## src/rtl/sbt_defines.svh

```systemverilog
`ifndef SBT_DEFINES_SVH
`define SBT_DEFINES_SVH

`define SBT_IR_W        3
`define SBT_IR_EXTEST   3'h0
`define SBT_IR_IDCODE   3'h1
`define SBT_IR_SAMPLEZ  3'h2
`define SBT_IR_PRELOAD  3'h4
`define SBT_IR_BYPASS   3'h7
`define SBT_IR_CAPTURE  2'h1
`define SBT_ID_W        32
`define SBT_ID_FIXED    1'h1
`define SBT_MFR_W       11
`define SBT_ATTR_W      20
`define SBT_PLACEHOLDER 1'h1
`define SBT_PIN_IDLE    1'h1
`define SBT_PIN_COUNT   8
`define SBT_BSR_LEN     12

`endif

```

## src/rtl/sbt_pkg.sv

```systemverilog
`include "sbt_defines.svh"

package sbt_pkg;

    typedef logic [`SBT_IR_W-1:0] sbt_instr_type;

    typedef enum logic [3:0]
    {
        ST_RESET      = 4'hF,
        ST_IDLE       = 4'hC,
        ST_SEL_DR     = 4'h7,
        ST_CAPTURE_DR = 4'h6,
        ST_SHIFT_DR   = 4'h2,
        ST_EXIT1_DR   = 4'h1,
        ST_PAUSE_DR   = 4'h3,
        ST_EXIT2_DR   = 4'h0,
        ST_UPDATE_DR  = 4'h5,
        ST_SEL_IR     = 4'h4,
        ST_CAPTURE_IR = 4'hE,
        ST_SHIFT_IR   = 4'hA,
        ST_EXIT1_IR   = 4'h9,
        ST_PAUSE_IR   = 4'hB,
        ST_EXIT2_IR   = 4'h8,
        ST_UPDATE_IR  = 4'hD
    } sbt_state_type;

    typedef enum logic [1:0]
    {
        SEL_INSTR = 2'h0,
        SEL_PASS  = 2'h1,
        SEL_IDENT = 2'h2,
        SEL_BSCAN = 2'h3
    } sbt_path_type;

endpackage

```

## src/rtl/sbt_sync.sv

```systemverilog
`timescale 1ns/10ps
`include "sbt_defines.svh"

module sbt_sync
#(
    parameter int WIDTH = 3
)
(
    input  wire logic             mclk,
    input  wire logic             reset_n,
    input  wire logic [WIDTH-1:0] async_in,
    output logic      [WIDTH-1:0] sync_out
);

    logic [WIDTH-1:0] meta;
    logic [WIDTH-1:0] next_meta;
    logic [WIDTH-1:0] next_sync_out;

    // -------------------------------------------------------------
    // Two-stage synchroniser
    // -------------------------------------------------------------
    // Idle level one stands in for the pad pull-ups
    always_comb
    begin
        next_meta     = reset_n ? async_in : {WIDTH{`SBT_PIN_IDLE}};
        next_sync_out = reset_n ? meta     : {WIDTH{`SBT_PIN_IDLE}};
    end

    always_ff @(posedge mclk)
    begin
        meta     <= next_meta;
        sync_out <= next_sync_out;
    end

endmodule

```

## src/rtl/sbt_bscan.sv

```systemverilog
`timescale 1ns/10ps
`include "sbt_defines.svh"

module sbt_bscan
#(
    parameter int PINS = `SBT_PIN_COUNT,
    parameter int LEN  = `SBT_BSR_LEN
)
(
    input  wire logic            mclk,
    input  wire logic            reset_n,
    input  wire logic            capture_en,
    input  wire logic            shift_en,
    input  wire logic            update_en,
    input  wire logic            serial_in,
    input  wire logic [PINS-1:0] pin_levels,
    output logic                 serial_out,
    output logic      [PINS-1:0] parallel_out
);

    logic [LEN-1:0]  cells;
    logic [LEN-1:0]  next_cells;
    logic [PINS-1:0] next_parallel_out;

    generate
        if (PINS < 1 || PINS > LEN)
        begin : g_bad
            $error("boundary length must cover all pins");
        end
    endgenerate

    // -------------------------------------------------------------
    // Capture, shift and update stages
    // -------------------------------------------------------------
    always_comb
    begin
        next_cells        = cells;
        next_parallel_out = parallel_out;
        if (!reset_n)
        begin
            next_cells        = {LEN{`SBT_PLACEHOLDER}};
            next_parallel_out = '0;
        end
        else if (capture_en)
        begin
            next_cells             = {LEN{`SBT_PLACEHOLDER}};
            next_cells[PINS-1:0]   = pin_levels;
        end
        else if (shift_en)
        begin
            next_cells = {serial_in, cells[LEN-1:1]};
        end
        else if (update_en)
        begin
            next_parallel_out = cells[PINS-1:0];
        end
    end

    always_ff @(posedge mclk)
    begin
        cells        <= next_cells;
        parallel_out <= next_parallel_out;
    end

    assign serial_out = cells[0];

endmodule

```

## src/rtl/sbt_tap.sv

```systemverilog
`timescale 1ns/10ps
`include "sbt_defines.svh"

module sbt_tap
    import sbt_pkg::*;
#(
    parameter int                     PINS      = `SBT_PIN_COUNT,
    parameter int                     BSR_LEN   = `SBT_BSR_LEN,
    // Arbitrary neutral maker and attribute values
    parameter logic [`SBT_MFR_W-1:0]  MFR_CODE  = 11'h2A5,
    parameter logic [`SBT_ATTR_W-1:0] ATTR_CODE = 20'h00C3A
)
(
    input  wire logic            mclk,
    input  wire logic            reset_n,
    input  wire logic            tck,
    input  wire logic            tms,
    input  wire logic            tdi,
    input  wire logic [PINS-1:0] pin_levels,
    output logic                 tdo,
    output logic                 tdo_en,
    output logic                 outputs_hiz,
    output logic                 extest_en,
    output logic      [PINS-1:0] bsr_drive,
    output sbt_pkg::sbt_instr_type active_instr,
    output sbt_pkg::sbt_state_type tap_state
);

    import sbt_pkg::*;

    // -------------------------------------------------------------
    // Functions
    // -------------------------------------------------------------
    function automatic sbt_state_type tap_step
    (
        input sbt_state_type cur,
        input logic          mode
    );
        sbt_state_type nxt;
        nxt = ST_RESET;
        case (cur)
            ST_RESET:      nxt = mode ? ST_RESET    : ST_IDLE;
            ST_IDLE:       nxt = mode ? ST_SEL_DR   : ST_IDLE;
            ST_SEL_DR:     nxt = mode ? ST_SEL_IR   : ST_CAPTURE_DR;
            ST_CAPTURE_DR: nxt = mode ? ST_EXIT1_DR : ST_SHIFT_DR;
            ST_SHIFT_DR:   nxt = mode ? ST_EXIT1_DR : ST_SHIFT_DR;
            ST_EXIT1_DR:   nxt = mode ? ST_UPDATE_DR : ST_PAUSE_DR;
            ST_PAUSE_DR:   nxt = mode ? ST_EXIT2_DR : ST_PAUSE_DR;
            ST_EXIT2_DR:   nxt = mode ? ST_UPDATE_DR : ST_SHIFT_DR;
            ST_UPDATE_DR:  nxt = mode ? ST_SEL_DR   : ST_IDLE;
            ST_SEL_IR:     nxt = mode ? ST_RESET    : ST_CAPTURE_IR;
            ST_CAPTURE_IR: nxt = mode ? ST_EXIT1_IR : ST_SHIFT_IR;
            ST_SHIFT_IR:   nxt = mode ? ST_EXIT1_IR : ST_SHIFT_IR;
            ST_EXIT1_IR:   nxt = mode ? ST_UPDATE_IR : ST_PAUSE_IR;
            ST_PAUSE_IR:   nxt = mode ? ST_EXIT2_IR : ST_PAUSE_IR;
            ST_EXIT2_IR:   nxt = mode ? ST_UPDATE_IR : ST_SHIFT_IR;
            ST_UPDATE_IR:  nxt = mode ? ST_SEL_DR   : ST_IDLE;
            default:       nxt = ST_RESET;
        endcase
        return nxt;
    endfunction

    // Private codes fall back to the pass-through path
    function automatic sbt_path_type path_of
    (
        input sbt_state_type cur,
        input sbt_instr_type ins
    );
        sbt_path_type p;
        p = SEL_PASS;
        if (cur == ST_CAPTURE_IR || cur == ST_SHIFT_IR)
        begin
            p = SEL_INSTR;
        end
        else
        begin
            case (ins)
                `SBT_IR_EXTEST,
                `SBT_IR_SAMPLEZ,
                `SBT_IR_PRELOAD: p = SEL_BSCAN;
                `SBT_IR_IDCODE:  p = SEL_IDENT;
                default:         p = SEL_PASS;
            endcase
        end
        return p;
    endfunction

    // -------------------------------------------------------------
    // Pin sampling and edge finding
    // -------------------------------------------------------------
    logic [2:0] pins_sync;
    logic [PINS-1:0] pin_levels_s;
    logic       tck_s;
    logic       tms_s;
    logic       tdi_s;
    logic       tck_prev;
    logic       next_tck_prev;
    logic       tck_rise;
    logic       tck_fall;

    sbt_sync
    #(
        .WIDTH (3)
    )
    u_sync
    (
        .mclk     (mclk),
        .reset_n  (reset_n),
        .async_in ({tck, tms, tdi}),
        .sync_out (pins_sync)
    );

    // Memory pins get their own synchroniser on the same clock
    sbt_sync
    #(
        .WIDTH (PINS)
    )
    u_pin_sync
    (
        .mclk     (mclk),
        .reset_n  (reset_n),
        .async_in (pin_levels),
        .sync_out (pin_levels_s)
    );

    assign tck_s = pins_sync[2];
    assign tms_s = pins_sync[1];
    assign tdi_s = pins_sync[0];

    // Starts high so a stopped clock never fakes an edge
    always_comb
    begin
        next_tck_prev = reset_n ? tck_s : `SBT_PIN_IDLE;
    end

    always_ff @(posedge mclk)
    begin
        tck_prev <= next_tck_prev;
    end

    assign tck_rise = tck_s & ~tck_prev;
    assign tck_fall = ~tck_s & tck_prev;

    // -------------------------------------------------------------
    // Controller
    // -------------------------------------------------------------
    sbt_state_type next_tap_state;

    always_comb
    begin
        next_tap_state = tap_state;
        if (!reset_n)
        begin
            next_tap_state = ST_RESET;
        end
        else if (tck_rise)
        begin
            next_tap_state = tap_step(tap_state, tms_s);
        end
    end

    // Five high samples reach reset from any state
    always_ff @(posedge mclk)
    begin
        tap_state <= next_tap_state;
    end

    // -------------------------------------------------------------
    // Serial registers
    // -------------------------------------------------------------
    sbt_path_type                path;
    sbt_instr_type               instr_shift;
    sbt_instr_type               next_instr_shift;
    sbt_instr_type               next_active_instr;
    logic                        pass_bit;
    logic                        next_pass_bit;
    logic [`SBT_ID_W-1:0]        id_shift;
    logic [`SBT_ID_W-1:0]        next_id_shift;
    logic [`SBT_ID_W-1:0]        identity_rom;
    logic                        bsr_out;
    logic                        in_shift;
    logic                        bsr_sel;

    assign identity_rom = {ATTR_CODE, MFR_CODE, `SBT_ID_FIXED};
    assign path         = path_of(tap_state, active_instr);
    assign in_shift     = tap_state == ST_SHIFT_IR
                          || tap_state == ST_SHIFT_DR;
    assign bsr_sel      = path == SEL_BSCAN;

    always_comb
    begin
        next_instr_shift  = instr_shift;
        next_active_instr = active_instr;
        next_pass_bit     = pass_bit;
        next_id_shift     = id_shift;
        if (!reset_n || tap_state == ST_RESET)
        begin
            next_instr_shift  = `SBT_IR_IDCODE;
            next_active_instr = `SBT_IR_IDCODE;
            next_pass_bit     = 1'h0;
            next_id_shift     = identity_rom;
        end
        else if (tck_rise)
        begin
            case (tap_state)
                ST_CAPTURE_IR:
                begin
                    next_instr_shift = {instr_shift[`SBT_IR_W-1:2],
                                        `SBT_IR_CAPTURE};
                end
                ST_SHIFT_IR:
                begin
                    next_instr_shift = {tdi_s,
                        instr_shift[`SBT_IR_W-1:1]};
                end
                ST_CAPTURE_DR:
                begin
                    next_pass_bit = 1'h0;
                    if (path == SEL_IDENT)
                    begin
                        next_id_shift = identity_rom;
                    end
                end
                ST_SHIFT_DR:
                begin
                    if (path == SEL_PASS)
                    begin
                        next_pass_bit = tdi_s;
                    end
                    if (path == SEL_IDENT)
                    begin
                        next_id_shift = {tdi_s,
                            id_shift[`SBT_ID_W-1:1]};
                    end
                end
                default:
                begin
                    next_pass_bit = pass_bit;
                end
            endcase
        end
        else if (tck_fall && tap_state == ST_UPDATE_IR)
        begin
            next_active_instr = instr_shift;
        end
    end

    always_ff @(posedge mclk)
    begin
        instr_shift  <= next_instr_shift;
        active_instr <= next_active_instr;
        pass_bit     <= next_pass_bit;
        id_shift     <= next_id_shift;
    end

    sbt_bscan
    #(
        .PINS (PINS),
        .LEN  (BSR_LEN)
    )
    u_bscan
    (
        .mclk         (mclk),
        .reset_n      (reset_n),
        .capture_en   (tck_rise && bsr_sel
                       && tap_state == ST_CAPTURE_DR),
        .shift_en     (tck_rise && bsr_sel
                       && tap_state == ST_SHIFT_DR),
        .update_en    (tck_fall && bsr_sel
                       && tap_state == ST_UPDATE_DR),
        .serial_in    (tdi_s),
        .pin_levels   (pin_levels_s),
        .serial_out   (bsr_out),
        .parallel_out (bsr_drive)
    );

    // -------------------------------------------------------------
    // Serial output and memory-side controls
    // -------------------------------------------------------------
    logic next_tdo;
    logic next_tdo_en;
    logic next_outputs_hiz;
    logic next_extest_en;

    always_comb
    begin
        next_tdo         = tdo;
        next_tdo_en      = tdo_en;
        next_outputs_hiz = active_instr == `SBT_IR_SAMPLEZ;
        next_extest_en   = active_instr == `SBT_IR_EXTEST;
        if (!reset_n)
        begin
            next_tdo         = 1'h0;
            next_tdo_en      = 1'h0;
            next_outputs_hiz = 1'h0;
            next_extest_en   = 1'h0;
        end
        else if (tck_fall)
        begin
            next_tdo_en = in_shift;
            case (path)
                SEL_INSTR: next_tdo = instr_shift[0];
                SEL_IDENT: next_tdo = id_shift[0];
                SEL_BSCAN: next_tdo = bsr_out;
                SEL_PASS:  next_tdo = pass_bit;
                default:   next_tdo = pass_bit;
            endcase
        end
    end

    always_ff @(posedge mclk)
    begin
        tdo         <= next_tdo;
        tdo_en      <= next_tdo_en;
        outputs_hiz <= next_outputs_hiz;
        extest_en   <= next_extest_en;
    end

endmodule

```

## config.mk

```make
export PLATFORM = sky130hd
export DESIGN_NAME = sbt_tap
export DESIGN_NICKNAME = d
export VERILOG_FILES = /design/src/rtl/sbt_pkg.sv /design/src/rtl/sbt_sync.sv /design/src/rtl/sbt_bscan.sv /design/src/rtl/sbt_tap.sv
export VERILOG_INCLUDE_DIRS = /design/src /design/src/rtl
export SDC_FILE = /design/constraint.sdc
export NUM_CORES = 1
export LEC_CHECK = 0
export ABC_AREA = 1
export BUFFER_PORTS_ARGS = -buffer_cell sky130_fd_sc_hd__clkbuf_2
export CAP_MARGIN = 20
export CORE_MARGIN = 1
export CORE_UTILIZATION = 50
export CTS_CLUSTER_DIAMETER = 80
export DETAILED_ROUTE_END_ITERATION = 7
export GPL_ROUTABILITY_DRIVEN = 0
export PLACE_DENSITY = 0.75
export SETUP_SLACK_MARGIN = 0.15
export SLEW_MARGIN = 20
export SYNTH_ARGS = -nofsm -noshare
export SYNTH_HDL_FRONTEND = slang
export SYNTH_SLANG_ARGS = --single-unit
```

## constraint.sdc

```tcl
create_clock -name mclk -period 3.3 [get_ports mclk]
set_clock_uncertainty 0.2 [all_clocks]
set_input_delay 0.66 -clock mclk [delete_from_list [all_inputs] [get_ports mclk]]
set_output_delay 0.66 -clock mclk [all_outputs]
set_load 0.005 [all_outputs]
```

=== After elaboration in Yosys (flattened, before gate mapping) ===
Index checks and enable logic that the tools add are counted.

* Eq/ne operators: 24
* Multiplexer cells: 24
* Bitwise operators: 9
* Reductions and logical operators: 27

{| class="wikitable"
|+ Operator list
! operator !! number
|-
| $mux 32 || 2
|-
| $pmux 32 s2 || 1
|-
| $pmux 4 s12 || 1
|-
| $eq 4x4->1 const B || 8
|-
| $eq 4x3->1 const B || 4
|-
| $mux 8 || 2
|-
| $mux 2 || 7
|-
| $mux 3 || 4
|-
| $reduce_and 3->1 || 3
|-
| $eq 4x2->1 const B || 2
|-
| $not 1->1 || 7
|-
| $logic_and 1x1->1 || 6
|-
| $pmux 3 s2 || 1
|-
| $reduce_bool 2->1 || 3
|-
| $reduce_or 2->1 || 3
|-
| $reduce_or 3->1 || 2
|-
| $eq 2x2->1 const B || 2
|-
| $eq 4x1->1 const B || 1
|-
| $logic_not 4->1 || 1
|-
| $mux 4 || 1
|-
| $ne 2x1->1 const B || 2
|-
| $pmux 1 s4 || 1
|-
| $pmux 2 s2 || 1
|-
| $reduce_and 2->1 || 2
|-
| other kinds (13) || 17
|}

* Register bits: 90
* Input port bits: 13
* Logic and storage cells: 102

=== Depth between registers and ports, before layout ===
* Depth in word-level cells: 9
* Gate-level depth with buffers: 10
* Mapped depth without buffers: 9

=== By module ===
From an unflattened synthesis, not the netlist that was laid out.

* Cells, all modules: 461
* Area total of the unflattened synthesis: 3553.4 um^2

{| class="wikitable"
|+ By module, submodules not included
! module !! instances !! cells each !! area an instance (um^2) !! seq. area each (um^2)
|-
| sbt_tap || 1 || 276 || 2054.5 || 960.9
|-
| sbt_bscan || 1 || 117 || 854.6 || 400.4
|-
| sbt_sync (u_pin_sync) || 1 || 50 || 479.2 || 320.3
|-
| sbt_sync (u_sync) || 1 || 18 || 165.2 || 120.1
|}

=== Worst setup path before layout ===
Ideal clock, no wire load.

* Kind: input port to flip-flop
* Start point: input port reset_n
* End point: register id_shift[10]
* Arrival: 1.305 ns
* Slack: 1.665 ns
* Stages on the path: 4
* Path through: inv_1 > nor2_4 > buf_1 > nand3_1

* Longest elaborated chain between the ends: 2

{| class="wikitable"
|+ Ends and longest elaborated chain
! item !! RTL line !! RTL
|-
| start, declared || sbt_tap.sv:15 || <nowiki>input wire logic reset_n,</nowiki>
|-
| $logic_not 1->1 || -- ||
|-
| $logic_or 1x1->1 || sbt_tap.sv:196 || <nowiki>if (!reset_n || tap_state == ST_RESET)</nowiki>
|-
| end signal, assigned || sbt_tap.sv:253 || <nowiki>id_shift <= next_id_shift;</nowiki>
|-
| end, declared || sbt_tap.sv:177 || <nowiki>logic [`SBT_ID_W-1:0] id_shift;</nowiki>
|}

No other way between the ends.
A chain may end at the register's enable or synchronous reset.

=== Worst setup path after layout ===
* Start point: register tap_state[1]
* End point: register pass_bit

* Longest elaborated chain between the ends: 6

{| class="wikitable"
|+ Ends and longest elaborated chain
! item !! RTL line !! RTL
|-
| start, declared || sbt_tap.sv:26 || <nowiki>output sbt_pkg::sbt_state_type tap_state</nowiki>
|-
| start signal, assigned || sbt_tap.sv:165 || <nowiki>tap_state <= next_tap_state;</nowiki>
|-
| $eq 4x4->1 || sbt_tap.sv:71 || <nowiki>if (cur == ST_CAPTURE_IR || cur == ST_SHIFT_IR)</nowiki>
|-
| $logic_or 1x1->1 || sbt_tap.sv:71 ||
|-
| $mux 2 || sbt_tap.sv:71 ||
|-
| $eq 2x1->1 || sbt_tap.sv:226 || <nowiki>if (path == SEL_PASS)</nowiki>
|-
| $ne 2x1->1 (no line) || -- ||
|-
| $reduce_and 3->1 (no line) || -- ||
|-
| end signal, assigned || sbt_tap.sv:252 || <nowiki>pass_bit <= next_pass_bit;</nowiki>
|-
| end, declared || sbt_tap.sv:175 || <nowiki>logic pass_bit;</nowiki>
|}

Several ways; a longest one is shown, not always the timed one.

==> summary.txt <==
Final layout
  – Final cell count without fillers: ~560
  – Signed area change from the synthesized netlist to the final layout: 10.9%
  – Fraction of final layout cells with drive strength greater than 1: 20.4%
  – Count of fill cells added during filler insertion: 609
  – Total inserted antenna cells: 0
  – Nets: 473

Clocking
  – Clock buffer count from CTS: 9
  – Cts hold-fix bufs: 0
  – Number of sinks driven by the clock tree: 90
  – Clock H-tree levels: 3
  – TritonCTS clock tree: done
  – Source-to-sink clock delay at the later pin of the worst-skew pair: approximately 350 ps
  – Buffers inserted during post-CTS setup optimization: 0
  – Maximum buffer depth of the clock tree: 2
  – PostCTS Resize Cnt: 0
  – Buffer type at the clock tree root: sky130_fd_sc_hd__clkbuf_8
  – Clk slew on worst S/H paths: ~90 ps

Global route
  – Vias in the first global route: 2573
  – Antenna violations before repair: 0
  – Total global routing overflow: 0
  – First-pass GRT wire length: 11300 um
  – Maximum number of pins on one net before global-route repair: 35
  – Global-route usage over all layers: just under 20%

Setup path
  – Count of buffer and inverter cells on the critical path: 2
  – CP startpoint kind: flip-flop
  – Critical Path AT: 2270 ps
  – Master of the slowest instance on the critical path: sky130_fd_sc_hd__dfxtp_1
  – Class of the most critical setup path: reg -> reg
  – Largest stage delay on the critical path: 550 ps
  – Setup crit end kind: flip-flop
  – Launching element of the worst setup path: tap_state[1]$_SDFFE_PN1P_
  – Kind of cell adding the most delay to the critical path: buffers and inverters
  – Startpoint of the worst register-to-register path: tap_state[1]$_SDFFE_PN1P_
  – Critical Path RT: 3380 ps
  – Worst-path maximum fanout: 31
  – Cell seen most often among critical-path stages: sky130_fd_sc_hd__nand2_1
  – Cell-by-cell trace of the critical path: inv_1, nor2_4, nand2_2, inv_2, nand2_1, nand2_1, o21ai_0, a21oi_1

Routing
  – Wire length reported by the detailed router: 6700 um
  – Avg Vias per Cell: 5.13
  – DRC: 0
  – Number of violations reported at the end of detailed-routing iteration 0: 210
  – Final ANT Viol Nets: 0
  – Via count: 2876
  – Avg WL per Cell: 11.9 um
  – 1st-pass router iterations: 4

Timing
  – Final hold violations: 0
  – Total negative slack for setup checks: 0 ps
  – Post-route setup slack: 1120 ps
  – Final period util: 66.1%
  – Setup repair after global routing missed its margin: false
  – Slew of the pin with the lowest slew margin: around 500 ps
  – Number of max-slew violations in the final report: 0
  – Minimum clock period: 2180 ps
  – Highest achievable clock rate: 458 MHz
  – Hold slack: roughly 220 ps
  – Count of final setup violators: 0
  – Slew margin rel.: about two thirds

Power and ir drop
  – Total leakage power: 1.64 nW
  – Areal power density over the cells: about 500 nW/um2
  – Worst ir drop on vdd: 0.218 mV

Synth
  – Post-Syn Area: 3510 um2
  – Most common cell in the synthesized netlist: sky130_fd_sc_hd__dfxtp_1
  – Synthesized flop and latch total: 90
  – EDFF count, synth: 0
  – Main flop type after synthesis: sky130_fd_sc_hd__dfxtp_1
  – Leading cell types by total area after synthesis: sky130_fd_sc_hd__dfxtp_1, sky130_fd_sc_hd__nand2_1, sky130_fd_sc_hd__nand3_1, sky130_fd_sc_hd__nor2_1, sky130_fd_sc_hd__a21oi_1
  – Number of nets in the synthesized netlist: 452
  – Top cell types by occurrence after synthesis: sky130_fd_sc_hd__dfxtp_1, sky130_fd_sc_hd__nand2_1, sky130_fd_sc_hd__nor2_1
  – Most area-hungry cell type in the Yosys netlist: sky130_fd_sc_hd__dfxtp_1
  – Post-Syn Instances: between 400 and 500
  – Number of unique standard cell types used by synthesis: 27
  – Syn Area/Cell: 7.99 um2
  – Total of warnings raised by yosys: 0
  – Sequential cell area fraction in the yosys report: 51.4%
  – Share of flip-flops with an asynchronous set or reset: 0%
  – Share of the synthesized area in the top cell type: between 50% and 60%

Die
  – Num rows: 30
  – Initial core utilization: around 52%
  – Die span in y: 85.7 um
  – Core box area: 6790 um2
  – Floorplan die area: 7350 um2
  – Count of pins on the block boundary: 32
  – DIE WIDTH: 85.7 um

Place
  – Number of buffers inserted by port buffering: 31
  – Cell count after placement: 545
  – Setup slack after placement: 1000 ps
  – Placed wire-length estimate: 4330 um

Hold path
  – Class of the tightest hold or removal check: reg -> reg
  – Hold path startpoint: u_sync.meta[1]$_SDFF_PN1_

Run
  – Number of maximum-capacitance constraint violations: 0

Status
  – Run status: finished clean
[placed cells by master (no fill, tap or decap), types with 3 or more instances in the layout]
cell / instances
sky130_fd_sc_hd__a21oi_1: 38
sky130_fd_sc_hd__clkbuf_2: 31
sky130_fd_sc_hd__clkbuf_8: 9
sky130_fd_sc_hd__dfxtp_1: 90
sky130_fd_sc_hd__inv_1: 14
sky130_fd_sc_hd__inv_2: 7
sky130_fd_sc_hd__inv_6: 3
sky130_fd_sc_hd__nand2_1: 72
sky130_fd_sc_hd__nand2_2: 3
sky130_fd_sc_hd__nand3_1: 44
sky130_fd_sc_hd__nand3_2: 3
sky130_fd_sc_hd__nand3b_1: 9
sky130_fd_sc_hd__nand4_1: 4
sky130_fd_sc_hd__nor2_1: 52
sky130_fd_sc_hd__nor2_2: 3
sky130_fd_sc_hd__nor2_4: 5
sky130_fd_sc_hd__nor3_1: 21
sky130_fd_sc_hd__o21ai_0: 21
sky130_fd_sc_hd__or2_2: 22
[stage by stage]
stage	total power, mW	instance area [um2]	utilization, %
2_1_floorplan	1.17	3510	-
3_3_place_gp	1.19	3680	54.2
3_5_place_dp	1.19	3680	54.2
4_1_cts	1.96	3890	57.2
5_1_grt	2.02	3890	57.2
6_report	1.94	3890	57.2
[metal layers]
metal	vias up	track usage (%)	routed length (um)
li1	1490	-	-
met3	9	4.81	316
met5	-	0	0
met1	1295	26.2	3240
met2	82	28.9	3040
met4	0	11.2	104
[state kept, by name (all words and copies together) (netlist names), 3 cells and up]
| name | cells |
|---|---|
| u_bscan.parallel_out | 8 |
| u_sync.meta | 3 |
| u_bscan.cells | 12 |
| tap_state | 4 |
| instr_shift | 3 |
| u_sync.sync_out | 3 |
| active_instr | 3 |
| u_pin_sync.sync_out | 8 |
| u_pin_sync.meta | 8 |
| id_shift | 32 |
[final timing paths]
path	cells after the start	slack, ps	to
setup / recovery	8	1120	pass_bit$_SDFFE_PP0P_
hold / removal	1	220	u_sync.sync_out[1]$_SDFF_PN1_
setup reg to reg	8	1120	pass_bit$_SDFFE_PP0P_
hold reg to reg	1	220	u_sync.sync_out[1]$_SDFF_PN1_
[kinds of logic after synthesis]
| kind of cell | Yosys count | share of synthesized area [%] |
|---|---|---|
| flops | 90 | 51.4 |
| compound gates | 63 | 9.17 |
| simple gates | 240 | 33.6 |
| buf+inv | 46 | 5.82 |
[cell type report]
| class | instances | area, um2 | area share, % |
|---|---|---|---|
| inverter | 23 | 87.6 | 2.25 |
| multi-input combinational | 303 | 1500 | 38.6 |
| sequential | 90 | 1800 | 46.3 |
| tap | 96 | 120 | 3.09 |
| clock inverter | 7 | 83.8 | 2.16 |
| timing repair buffer | 33 | 170 | 4.38 |
| clock buffer | 9 | 124 | 3.19 |
[power by group]
| group | switching, mW | internal (mW) |
|---|---|---|
| Sequential | 0.00787 | 1.10 |
| Clock | 0.408 | 0.365 |
| Combinational | 0.0363 | 0.0238 |
No activity file was read; power rests on OpenSTA's default activity.
